===== src/inc/smt_consts.vh =====
// Constants for the static station table and its indirect register window.
// Assumes byte-wide registers addressed by an 8-bit register number.
//
// Contract
// - Destination lookup searches static and dynamic tables
// - Source lookups use only the dynamic table
// - Static hit overrides dynamic destination result
// - Aging never touches static entries
// - Eight entries, 58 bits, address in 47:0
// - Bits 57:54 filter group id, reset zero
// - Bit 53 adds group id to match
// - Bit 52 overrides disabled port settings
// - Bit 51 valid; invalid entries are absent
// - Bits 50:48 port mask; 111 excludes ingress
// - Data bytes 0x7f..0x83 read/write, reset zero
// - 0x7c holds bits 57:56, then lower bytes
// - Write to 0x7a starts access; bit4 reads
// - Table select 00 picks static table
`ifndef SMT_CONSTS_VH
`define SMT_CONSTS_VH

`define SMT_ENTRIES        8
`define SMT_ENTRY_W        58
`define SMT_IDX_W          3

`define SMT_F_GROUP_HI     57
`define SMT_F_GROUP_LO     54
`define SMT_F_USE_GROUP    53
`define SMT_F_OVERRIDE     52
`define SMT_F_VALID        51
`define SMT_F_PORTS_HI     50
`define SMT_F_PORTS_LO     48
`define SMT_F_STATION_HI   47
`define SMT_PORTS_ALL      3'h7

`define SMT_A_CTRL         8'h79
`define SMT_A_INDEX_LO     8'h7a
`define SMT_A_DATA8        8'h7b
`define SMT_A_DATA7        8'h7c
`define SMT_A_DATA6        8'h7d
`define SMT_A_DATA5        8'h7e
`define SMT_A_DATA4        8'h7f
`define SMT_A_DATA3        8'h80
`define SMT_A_DATA2        8'h81
`define SMT_A_DATA1        8'h82
`define SMT_A_DATA0        8'h83
`define SMT_A_FLOG_STAT    8'h84
`define SMT_A_FLOG_CTRL    8'h85
`define SMT_A_TRIM_A       8'h86
`define SMT_A_TRIM_B       8'h87
`define SMT_A_TRIM_C       8'h88
`define SMT_A_TRIM_D       8'h89
`define SMT_A_EMIT_STAT    8'h8a
`define SMT_A_TRIM_E       8'h8b
`define SMT_A_QDBG_LO      8'h8c
`define SMT_A_QDBG_HI      8'h8d

`define SMT_C_READ_BIT     4
`define SMT_C_SEL_HI       3
`define SMT_C_SEL_LO       2
`define SMT_SEL_STATIC     2'h0

`define SMT_RST_BYTE       8'h00
`define SMT_RST_FLOG_CTRL  8'h3f
`define SMT_RST_TRIM_E     8'h40

`endif


===== src/rtl/smt_static_table.v =====
// Static station table with its indirect register window and the
// factory register block that follows it.
// Assumes a byte register port driven by the management port decoder on
// the system clock, and a dynamic table that answers in the request cycle.
`timescale 1ns/10ps
`include "smt_consts.vh"

module smt_static_table
(
  input  wire                 clk_sys,
  input  wire                 sys_rst,
  // Byte register port
  input  wire [7:0]           reg_addr,
  input  wire                 reg_wr,
  input  wire [7:0]           reg_wdata,
  input  wire                 reg_rd,
  output reg  [7:0]           reg_rdata,
  output reg                  reg_rvalid,
  // Destination lookup
  input  wire                 da_req,
  input  wire [47:0]          da_station,
  input  wire [3:0]           da_group,
  input  wire [1:0]           da_ingress,
  input  wire                 dyn_da_hit,
  input  wire [2:0]           dyn_da_ports,
  output wire                 fwd_valid,
  output wire                 fwd_hit,
  output wire                 fwd_static,
  output wire                 fwd_override,
  output wire [2:0]           fwd_ports,
  // Source lookup, forwarded to the dynamic table only
  input  wire                 sa_req,
  input  wire [47:0]          source_station,
  input  wire [3:0]           sa_group,
  output reg                  dyn_sa_req,
  output reg  [47:0]          dyn_sa_station,
  output reg  [3:0]           dyn_sa_group,
  // Factory test block
  input  wire [2:0]           factory_split_state,
  input  wire [5:0]           trim_status,
  input  wire [8:0]           queue_debug_bits,
  output wire [7:0]           factory_logic_ctrl,
  output wire [7:0]           factory_trim_a,
  output wire [7:0]           factory_trim_b,
  output wire [7:0]           factory_trim_c,
  output wire [7:0]           factory_trim_d,
  output wire [7:0]           factory_trim_e,
  output wire [1:0]           emitter_drive
);

  ////////////////////////////////////////////////////////////////////////////
  // Declarations

  reg  [7:0]                            access_ctrl;
  reg  [7:0]                            index_low;
  reg  [7:0]                            data7;
  reg  [7:0]                            data6;
  reg  [7:0]                            data5;
  reg  [7:0]                            data4;
  reg  [7:0]                            data3;
  reg  [7:0]                            data2;
  reg  [7:0]                            data1;
  reg  [7:0]                            data0;
  reg  [7:0]                            flog_ctrl;
  reg  [7:0]                            trim_a;
  reg  [7:0]                            trim_b;
  reg  [7:0]                            trim_c;
  reg  [7:0]                            trim_d;
  reg  [7:0]                            trim_e;
  reg  [1:0]                            emit_drv;
  reg  [7:0]                            next_rdata;

  wire                                  index_write;
  wire                                  sel_static;
  wire                                  index_in_range;
  wire                                  static_go;
  wire                                  static_rd;
  wire                                  static_wr;
  wire [`SMT_IDX_W-1:0]                 entry_index;
  wire [`SMT_ENTRY_W-1:0]               wr_entry;
  wire [`SMT_ENTRY_W-1:0]               rd_entry;
  wire [`SMT_ENTRIES*`SMT_ENTRY_W-1:0]  table_flat;

  ////////////////////////////////////////////////////////////////////////////
  // Access trigger decode

  // The trigger uses the index byte being written, not the old one
  assign index_write    = reg_wr && (reg_addr == `SMT_A_INDEX_LO);
  assign sel_static     = (access_ctrl[`SMT_C_SEL_HI:`SMT_C_SEL_LO]
                           == `SMT_SEL_STATIC);
  // Indexes past the eighth entry are ignored rather than aliased
  assign index_in_range = (access_ctrl[1:0] == 2'h0) &&
                          (reg_wdata[7:`SMT_IDX_W] == 5'h00);
  assign static_go      = index_write && sel_static && index_in_range;
  assign static_rd      = static_go && access_ctrl[`SMT_C_READ_BIT];
  assign static_wr      = static_go && !access_ctrl[`SMT_C_READ_BIT];
  assign entry_index    = reg_wdata[`SMT_IDX_W-1:0];

  // Entry image assembled from the data bytes, 0x7c on top
  assign wr_entry = {data7[1:0], data6, data5, data4,
                     data3, data2, data1, data0};

  ////////////////////////////////////////////////////////////////////////////
  // Table storage and lookup

  // Only this register path writes the store: no learning, no aging
  smt_entry_store u_store
  (
    .clk_sys    (clk_sys),
    .sys_rst    (sys_rst),
    .wr_en      (static_wr),
    .wr_index   (entry_index),
    .wr_entry   (wr_entry),
    .rd_index   (entry_index),
    .rd_entry   (rd_entry),
    .table_flat (table_flat)
  );

  smt_lookup u_lookup
  (
    .clk_sys      (clk_sys),
    .sys_rst      (sys_rst),
    .table_flat   (table_flat),
    .da_req       (da_req),
    .da_station   (da_station),
    .da_group     (da_group),
    .da_ingress   (da_ingress),
    .dyn_da_hit   (dyn_da_hit),
    .dyn_da_ports (dyn_da_ports),
    .fwd_valid    (fwd_valid),
    .fwd_hit      (fwd_hit),
    .fwd_static   (fwd_static),
    .fwd_override (fwd_override),
    .fwd_ports    (fwd_ports)
  );

  ////////////////////////////////////////////////////////////////////////////
  // Source lookups bypass the static table entirely

  always @(posedge clk_sys)
  begin
    if (sys_rst)
    begin
      dyn_sa_req     <= 1'b0;
      dyn_sa_station <= 48'h000000000000;
      dyn_sa_group   <= 4'h0;
    end
    else
    begin
      dyn_sa_req <= sa_req;
      if (sa_req)
      begin
        dyn_sa_station <= source_station;
        dyn_sa_group   <= sa_group;
      end
    end
  end

  ////////////////////////////////////////////////////////////////////////////
  // Control and index registers

  always @(posedge clk_sys)
  begin
    if (sys_rst)
    begin
      access_ctrl <= `SMT_RST_BYTE;
      index_low   <= `SMT_RST_BYTE;
    end
    else if (reg_wr)
    begin
      if (reg_addr == `SMT_A_CTRL)
        access_ctrl <= reg_wdata;
      if (reg_addr == `SMT_A_INDEX_LO)
        index_low <= reg_wdata;
    end
  end

  ////////////////////////////////////////////////////////////////////////////
  // Indirect data bytes; a table read loads them on the trigger edge so
  // the very next host access already sees the entry

  always @(posedge clk_sys)
  begin
    if (sys_rst)
    begin
      data7 <= `SMT_RST_BYTE;
      data6 <= `SMT_RST_BYTE;
      data5 <= `SMT_RST_BYTE;
      data4 <= `SMT_RST_BYTE;
      data3 <= `SMT_RST_BYTE;
      data2 <= `SMT_RST_BYTE;
      data1 <= `SMT_RST_BYTE;
      data0 <= `SMT_RST_BYTE;
    end
    else if (static_rd)
    begin
      data7 <= {6'h00, rd_entry[57:56]};
      data6 <= rd_entry[55:48];
      data5 <= rd_entry[47:40];
      data4 <= rd_entry[39:32];
      data3 <= rd_entry[31:24];
      data2 <= rd_entry[23:16];
      data1 <= rd_entry[15:8];
      data0 <= rd_entry[7:0];
    end
    else if (reg_wr)
    begin
      case (reg_addr)
        `SMT_A_DATA7: data7 <= reg_wdata;
        `SMT_A_DATA6: data6 <= reg_wdata;
        `SMT_A_DATA5: data5 <= reg_wdata;
        `SMT_A_DATA4: data4 <= reg_wdata;
        `SMT_A_DATA3: data3 <= reg_wdata;
        `SMT_A_DATA2: data2 <= reg_wdata;
        `SMT_A_DATA1: data1 <= reg_wdata;
        `SMT_A_DATA0: data0 <= reg_wdata;
        default:      data0 <= data0;
      endcase
    end
  end

  ////////////////////////////////////////////////////////////////////////////
  // Factory test registers; writable, but software should leave them

  always @(posedge clk_sys)
  begin
    if (sys_rst)
    begin
      flog_ctrl <= `SMT_RST_FLOG_CTRL;
      trim_a    <= `SMT_RST_BYTE;
      trim_b    <= `SMT_RST_BYTE;
      trim_c    <= `SMT_RST_BYTE;
      trim_d    <= `SMT_RST_BYTE;
      trim_e    <= `SMT_RST_TRIM_E;
      emit_drv  <= 2'h0;
    end
    else if (reg_wr)
    begin
      case (reg_addr)
        `SMT_A_FLOG_CTRL: flog_ctrl <= reg_wdata;
        `SMT_A_TRIM_A:    trim_a    <= reg_wdata;
        `SMT_A_TRIM_B:    trim_b    <= reg_wdata;
        `SMT_A_TRIM_C:    trim_c    <= reg_wdata;
        `SMT_A_TRIM_D:    trim_d    <= reg_wdata;
        `SMT_A_EMIT_STAT: emit_drv  <= reg_wdata[7:6];
        `SMT_A_TRIM_E:    trim_e    <= reg_wdata;
        default:          trim_e    <= trim_e;
      endcase
    end
  end

  assign factory_logic_ctrl = flog_ctrl;
  assign factory_trim_a     = trim_a;
  assign factory_trim_b     = trim_b;
  assign factory_trim_c     = trim_c;
  assign factory_trim_d     = trim_d;
  assign factory_trim_e     = trim_e;
  assign emitter_drive      = emit_drv;

  ////////////////////////////////////////////////////////////////////////////
  // Read path; unmapped addresses read as zero

  always @*
  begin
    case (reg_addr)
      `SMT_A_CTRL:      next_rdata = access_ctrl;
      `SMT_A_INDEX_LO:  next_rdata = index_low;
      // Static reads never leave a read pending, and bits 66:64 are zero
      `SMT_A_DATA8:     next_rdata = 8'h00;
      `SMT_A_DATA7:     next_rdata = data7;
      `SMT_A_DATA6:     next_rdata = data6;
      `SMT_A_DATA5:     next_rdata = data5;
      `SMT_A_DATA4:     next_rdata = data4;
      `SMT_A_DATA3:     next_rdata = data3;
      `SMT_A_DATA2:     next_rdata = data2;
      `SMT_A_DATA1:     next_rdata = data1;
      `SMT_A_DATA0:     next_rdata = data0;
      `SMT_A_FLOG_STAT: next_rdata = {5'h00, factory_split_state};
      `SMT_A_FLOG_CTRL: next_rdata = flog_ctrl;
      `SMT_A_TRIM_A:    next_rdata = trim_a;
      `SMT_A_TRIM_B:    next_rdata = trim_b;
      `SMT_A_TRIM_C:    next_rdata = trim_c;
      `SMT_A_TRIM_D:    next_rdata = trim_d;
      `SMT_A_EMIT_STAT: next_rdata = {emit_drv, trim_status};
      `SMT_A_TRIM_E:    next_rdata = trim_e;
      `SMT_A_QDBG_LO:   next_rdata = queue_debug_bits[7:0];
      `SMT_A_QDBG_HI:   next_rdata = {7'h00, queue_debug_bits[8]};
      default:          next_rdata = 8'h00;
    endcase
  end

  always @(posedge clk_sys)
  begin
    if (sys_rst)
    begin
      reg_rdata  <= 8'h00;
      reg_rvalid <= 1'b0;
    end
    else
    begin
      reg_rvalid <= reg_rd;
      if (reg_rd)
        reg_rdata <= next_rdata;
    end
  end

endmodule // smt_static_table


===== src/rtl/smt_entry_store.v =====
// Eight-entry static station table storage.
// Assumes one writer (the host register block) on the system clock.
`timescale 1ns/10ps
`include "smt_consts.vh"

module smt_entry_store
(
  input  wire                                      clk_sys,
  input  wire                                      sys_rst,
  input  wire                                      wr_en,
  input  wire [`SMT_IDX_W-1:0]                     wr_index,
  input  wire [`SMT_ENTRY_W-1:0]                   wr_entry,
  input  wire [`SMT_IDX_W-1:0]                     rd_index,
  output wire [`SMT_ENTRY_W-1:0]                   rd_entry,
  output wire [`SMT_ENTRIES*`SMT_ENTRY_W-1:0]      table_flat
);

  genvar g;

  ////////////////////////////////////////////////////////////////////////////
  // Whole entry loads on one edge, so lookups never see a half entry
  generate
    for (g = 0; g < `SMT_ENTRIES; g = g + 1)
    begin : g_entry
      reg [`SMT_ENTRY_W-1:0] entry;
      always @(posedge clk_sys)
      begin
        if (sys_rst)
          entry <= {`SMT_ENTRY_W{1'b0}};
        else if (wr_en && (wr_index == g))
          entry <= wr_entry;
      end
      assign table_flat[g*`SMT_ENTRY_W +: `SMT_ENTRY_W] = entry;
    end
  endgenerate

  assign rd_entry = table_flat[rd_index*`SMT_ENTRY_W +: `SMT_ENTRY_W];

endmodule // smt_entry_store


===== src/rtl/smt_lookup.v =====
// Destination lookup against the static table, merged with the dynamic
// table's answer. Assumes the dynamic answer arrives with the request.
`timescale 1ns/10ps
`include "smt_consts.vh"

module smt_lookup
(
  input  wire                                      clk_sys,
  input  wire                                      sys_rst,
  input  wire [`SMT_ENTRIES*`SMT_ENTRY_W-1:0]      table_flat,
  input  wire                                      da_req,
  input  wire [47:0]                               da_station,
  input  wire [3:0]                                da_group,
  input  wire [1:0]                                da_ingress,
  input  wire                                      dyn_da_hit,
  input  wire [2:0]                                dyn_da_ports,
  output reg                                       fwd_valid,
  output reg                                       fwd_hit,
  output reg                                       fwd_static,
  output reg                                       fwd_override,
  output reg  [2:0]                                fwd_ports
);

  wire [`SMT_ENTRIES-1:0] hit;
  reg  [`SMT_ENTRY_W-1:0] sel;
  reg                     any_hit;
  reg  [2:0]              ingress_mask;
  reg  [2:0]              static_ports;
  integer                 i;
  genvar                  g;

  generate
    for (g = 0; g < `SMT_ENTRIES; g = g + 1)
    begin : g_match
      wire [`SMT_ENTRY_W-1:0] e = table_flat[g*`SMT_ENTRY_W +: `SMT_ENTRY_W];
      assign hit[g] = e[`SMT_F_VALID] &&
        (e[`SMT_F_STATION_HI:0] == da_station) &&
        (!e[`SMT_F_USE_GROUP] ||
         (e[`SMT_F_GROUP_HI:`SMT_F_GROUP_LO] == da_group));
    end
  endgenerate

  // Lowest index wins if the host loaded duplicates
  always @*
  begin
    sel     = {`SMT_ENTRY_W{1'b0}};
    any_hit = 1'b0;
    for (i = `SMT_ENTRIES - 1; i >= 0; i = i - 1)
    begin
      if (hit[i])
      begin
        sel     = table_flat[i*`SMT_ENTRY_W +: `SMT_ENTRY_W];
        any_hit = 1'b1;
      end
    end
  end

  always @*
  begin
    case (da_ingress)
      2'h0:    ingress_mask = 3'h1;
      2'h1:    ingress_mask = 3'h2;
      2'h2:    ingress_mask = 3'h4;
      default: ingress_mask = 3'h0;
    endcase
    static_ports = sel[`SMT_F_PORTS_HI:`SMT_F_PORTS_LO];
    if (static_ports == `SMT_PORTS_ALL)
      static_ports = `SMT_PORTS_ALL & ~ingress_mask;
  end

  ////////////////////////////////////////////////////////////////////////////
  // Both tables are consulted; static answer takes precedence
  always @(posedge clk_sys)
  begin
    if (sys_rst)
    begin
      fwd_valid    <= 1'b0;
      fwd_hit      <= 1'b0;
      fwd_static   <= 1'b0;
      fwd_override <= 1'b0;
      fwd_ports    <= 3'h0;
    end
    else
    begin
      fwd_valid <= da_req;
      if (da_req)
      begin
        if (any_hit)
        begin
          fwd_hit      <= 1'b1;
          fwd_static   <= 1'b1;
          fwd_override <= sel[`SMT_F_OVERRIDE];
          fwd_ports    <= static_ports;
        end
        else
        begin
          fwd_hit      <= dyn_da_hit;
          fwd_static   <= 1'b0;
          fwd_override <= 1'b0;
          fwd_ports    <= dyn_da_hit ? dyn_da_ports : 3'h0;
        end
      end
    end
  end

endmodule // smt_lookup


===== config.mk =====
export PLATFORM = sky130hd
export DESIGN_NAME = smt_static_table
export DESIGN_NICKNAME = d
export VERILOG_FILES = /design/src/rtl/smt_static_table.v /design/src/rtl/smt_entry_store.v /design/src/rtl/smt_lookup.v
export VERILOG_INCLUDE_DIRS = /design/src /design/src/inc
export SDC_FILE = /design/constraint.sdc
export NUM_CORES = 2
export LEC_CHECK = 0
export ABC_CLOCK_PERIOD_IN_PS = 4110
export BUFFER_PORTS_ARGS = -buffer_cell sky130_fd_sc_hd__buf_2
export CAP_MARGIN = 20
export CORE_MARGIN = 1.5
export CORE_UTILIZATION = 60
export DETAILED_ROUTE_END_ITERATION = 8
export PLACE_DENSITY_LB_ADDON = 0.3
export SLEW_MARGIN = 20
export SYNTH_ARGS = -nofsm -noshare
export SYNTH_HDL_FRONTEND = slang
export SYNTH_SLANG_ARGS = --single-unit

===== constraint.sdc =====
create_clock -name clk_sys -period 4.11 [get_ports clk_sys]
set_clock_uncertainty 0.2 [all_clocks]
set_input_delay 0.411 -clock clk_sys [delete_from_list [all_inputs] [get_ports clk_sys]]
set_output_delay 0.411 -clock clk_sys [all_outputs]
set_load 0.01 [all_outputs]

==> run summary <==
Status: finished, final reports clean
Crit-path most repeated cell: nor3_1
Core Region: 55,300 sq um
Setup TNS: 0 ns
Starting density of the core: 60.8%
Largest net degree at the start of global routing: 212
Area of the mapped netlist: 33,600 sq um
Die Area: 57,500 sq um
Post-Synth XOR/XNOR Area: 9.21%
Share of layout cells above drive strength 1: 16.2%
Critical-path cell list: xnor2_1 > nand4_1 > or4_1 > o21a_1 > nor3b_1 > buf_4 > nand2_1 > nor3_1 > nor3_1 > dlygate4sd3_1
Total GRT Usage: 53.1%
Number of port buffers: 268
WS Path Type: reg -> reg
Hold Path Class: in -> reg
PwrDens: 373 nW/um^2
Required time of the critical path: 4.49 ns
Initial antenna violation count: 12
Final core utilization: 70.0%
Final count of pins violating max slew: 0
Largest regs: u_store.g_entry.entry x464, dyn_sa_station x48
Simple-gate share of the synthesized area: 20.0%
Syn avg cell area: 8.22 sq um
Post-DP HPWL: 107,000 um
H-tree depth: 3
Cts repair resizes: 0
Top_reg_cell synth: dfxtp_1
Post-synth EDFFs: 0
Clock Latency Late Sink: 0.64 ns
Via density: 6.80
Synth Area in Compound Gates: 14.4%
Placed inst area: 35,700 sq um
Final WS setup: 0.328 ns
Final setup viols: 0
Number of DRC markers in iteration 0: 5,827
Largest family of logic cells by synthesized area: simple AND/OR/NAND/NOR gates
Gr ovfl total: 0
Vias in the first global route: 31,300
Final min period: 3.78 ns
Layout Nets: 4,400
Row count: 86
Max_slew headroom: 9.25%
Lkg Pwr: 13.5 nW
Drt first pass iters: 7
Worst vdd ir: 0.000380 V
CTS max path bufs: 3
Post-synthesis mux area share: 11.7%
Top-Level Pins: 269
Final Wtd Congestion: 1.11
DP Worst Slack: 0.414 ns
First-pass GRT wire length: 220,000 um
Worst path max stage delay: 0.74 ns
Max cap viols: 0
Average wire per standard cell: 30.8 um
Root Driver: clkbuf_16
Clk slew on worst S/H paths: 0.06 ns
CTS tree: done
Syn Nets: 4,245
Worst-Margin Slew: 1.36 ns
Worst Setup End Kind: flop
Seq cells post-synth: 663
Total CTS buffers: 73
Die height: 240 um
Clock sinks: 663
CP max FO: 6
# Post-CTS Setup Buffers: 0
Max FFs per register: 464
Area Overhead vs Synth: 15.0%
Routed Antenna Nets: 0
Crit start category: flop
Count of cell types in the netlist: 79
Fmax: 264 MHz
Crit share post-route: 92.0%
Seq/Total Area, Yosys: 39.4%
Die X: 240 um
Hold Vio Cnt, Final: 0
RSZ-0062 raised after global routing: no
Post-Synthesis Cells: 4,095
DR vias: 34,400
Synth Area in Adders: 0%
Async SR Flop Fraction: 0%
Final cell count without fillers: 5,059
Power after layout: 14.4 mW
Synth warn: 0
Final instance area: 38,700 sq um
WL final: 156,000 um
Most flops, register: u_store.g_entry.entry
Placed Cells: 4,867
Worst path arrival time: 4.16 ns
Slowest-stage cell, CP: or4_1
Hold Slack: 0.00814 ns
DRC: 0
-- cells by family after synthesis --
family	Yosys count
XOR/XNOR	354
flip-flops	663
multiplexers	245
AND/OR/NAND/NOR	1569
AO/OA/AOI/OAI	839
buffers and inverters	425
-- final timing paths --
path	depth (start not counted)	startpoint	end	slack [ns]
min reg2reg	2	index_low[0]$_SDFFE_PP0P_	index_low[0]$_SDFFE_PP0P_	0.26
max	10	u_store.g_entry[0].entry[20]$_SDFFE_PP0P_	u_lookup.fwd_hit$_SDFFE_PP0P_	0.33
min	4	trim_status[2]	reg_rdata[2]$_SDFFE_PP0P_	0.008
max reg2reg	10	u_store.g_entry[0].entry[20]$_SDFFE_PP0P_	u_lookup.fwd_hit$_SDFFE_PP0P_	0.33
-- synthesized netlist by cell type, types with 6 or more instances --
master     count  area [sq um]
nor2b_1       22           138
o2bb2ai_1      6          52.6
a2111oi_0      9          78.8
nor3_1        24           120
nand4_1       74           463
a222oi_1      12           120
a221oi_1       8          70.1
o22ai_1        8          50.1
mux2i_1      112          1120
dfxtp_1      663         13300
o21ai_0       51           255
xnor2_1      249          2180
a21oi_1      596          2980
buf_2         83           415
or4_1          7          52.6
a211oi_1      33           248
xor2_1       105           920
a22o_1        11          96.3
mux4_2       117          2640
o41ai_1        6          52.6
buf_1         19          71.3
o2111ai_1     11          96.3
nand2_1     1068          4010
mux2_2        16           180
buf_4         11          82.6
nor2_1       153           574
nand3_1      102           510
o21a_1         7          52.6
nand2b_1      40           250
a22oi_1       30           225
nor4_1        33           206
clkbuf_1     269          1010
o221ai_1       6          52.6
inv_1         38           143
-- worst max-delay path, delay by kind of cell, from the launching register on --
family	cells	cell delay, ns
buffers and inverters	2	0.73
AND/OR/NAND/NOR	6	1.70
XOR/XNOR	1	0.48
flip-flops	1	0.33
AO/OA/AOI/OAI	1	0.28
-- power breakdown --
part           switching, mW  leakage, nW  internal (mW)
Sequential            0.0258         5.35           6.46
Clock                   2.90         1.21           3.87
Combinational          0.784         6.95          0.387
Total                   3.71         13.5           10.7
-- layer usage --
layer | up-vias | global-route usage, % | wire [um]
li1 | 14400 | - | -
met1 | 16200 | 65.3 | 53500
met2 | 3068 | 77.6 | 65200
met3 | 729 | 19.1 | 24100
met4 | 10 | 36.4 | 13100
met5 | - | 0.173 | 64
-- final cells by class --
cell class / count / area (sq um)
Fill cell: 4389 / 16600
Multi-Input combinational cell: 3007 / 18700
Inverter: 39 / 146
Sequential cell: 663 / 13300
Clock inverter: 33 / 352
Antenna cell: 9 / 22.5
Clock buffer: 94 / 2060
Tap cell: 748 / 936
Timing Repair Buffer: 466 / 3230
-- layout by cell type (no fill, tap or decap), types with 23 or more instances in the layout --
cell type,n
a21oi_1,596
dlygate4sd3_1,56
a22oi_1,30
nor4_1,31
mux2i_1,112
xor2_1,105
nand2_1,1067
buf_2,264
nand2b_1,39
nor2_1,152
xnor2_1,249
nor3_1,23
dfxtp_1,663
nand4_1,74
a211oi_1,33
clkbuf_16,75
inv_1,38
mux4_2,117
o21ai_0,51
buf_4,124
nand3_1,101
-- timing repair --
item	4_1_cts	5_1_grt
setup endpoints to repair	0	0
hold buffers	56	0
hold endpoints to repair	55	0
Note: power is estimated with default switching activity, not from simulation.
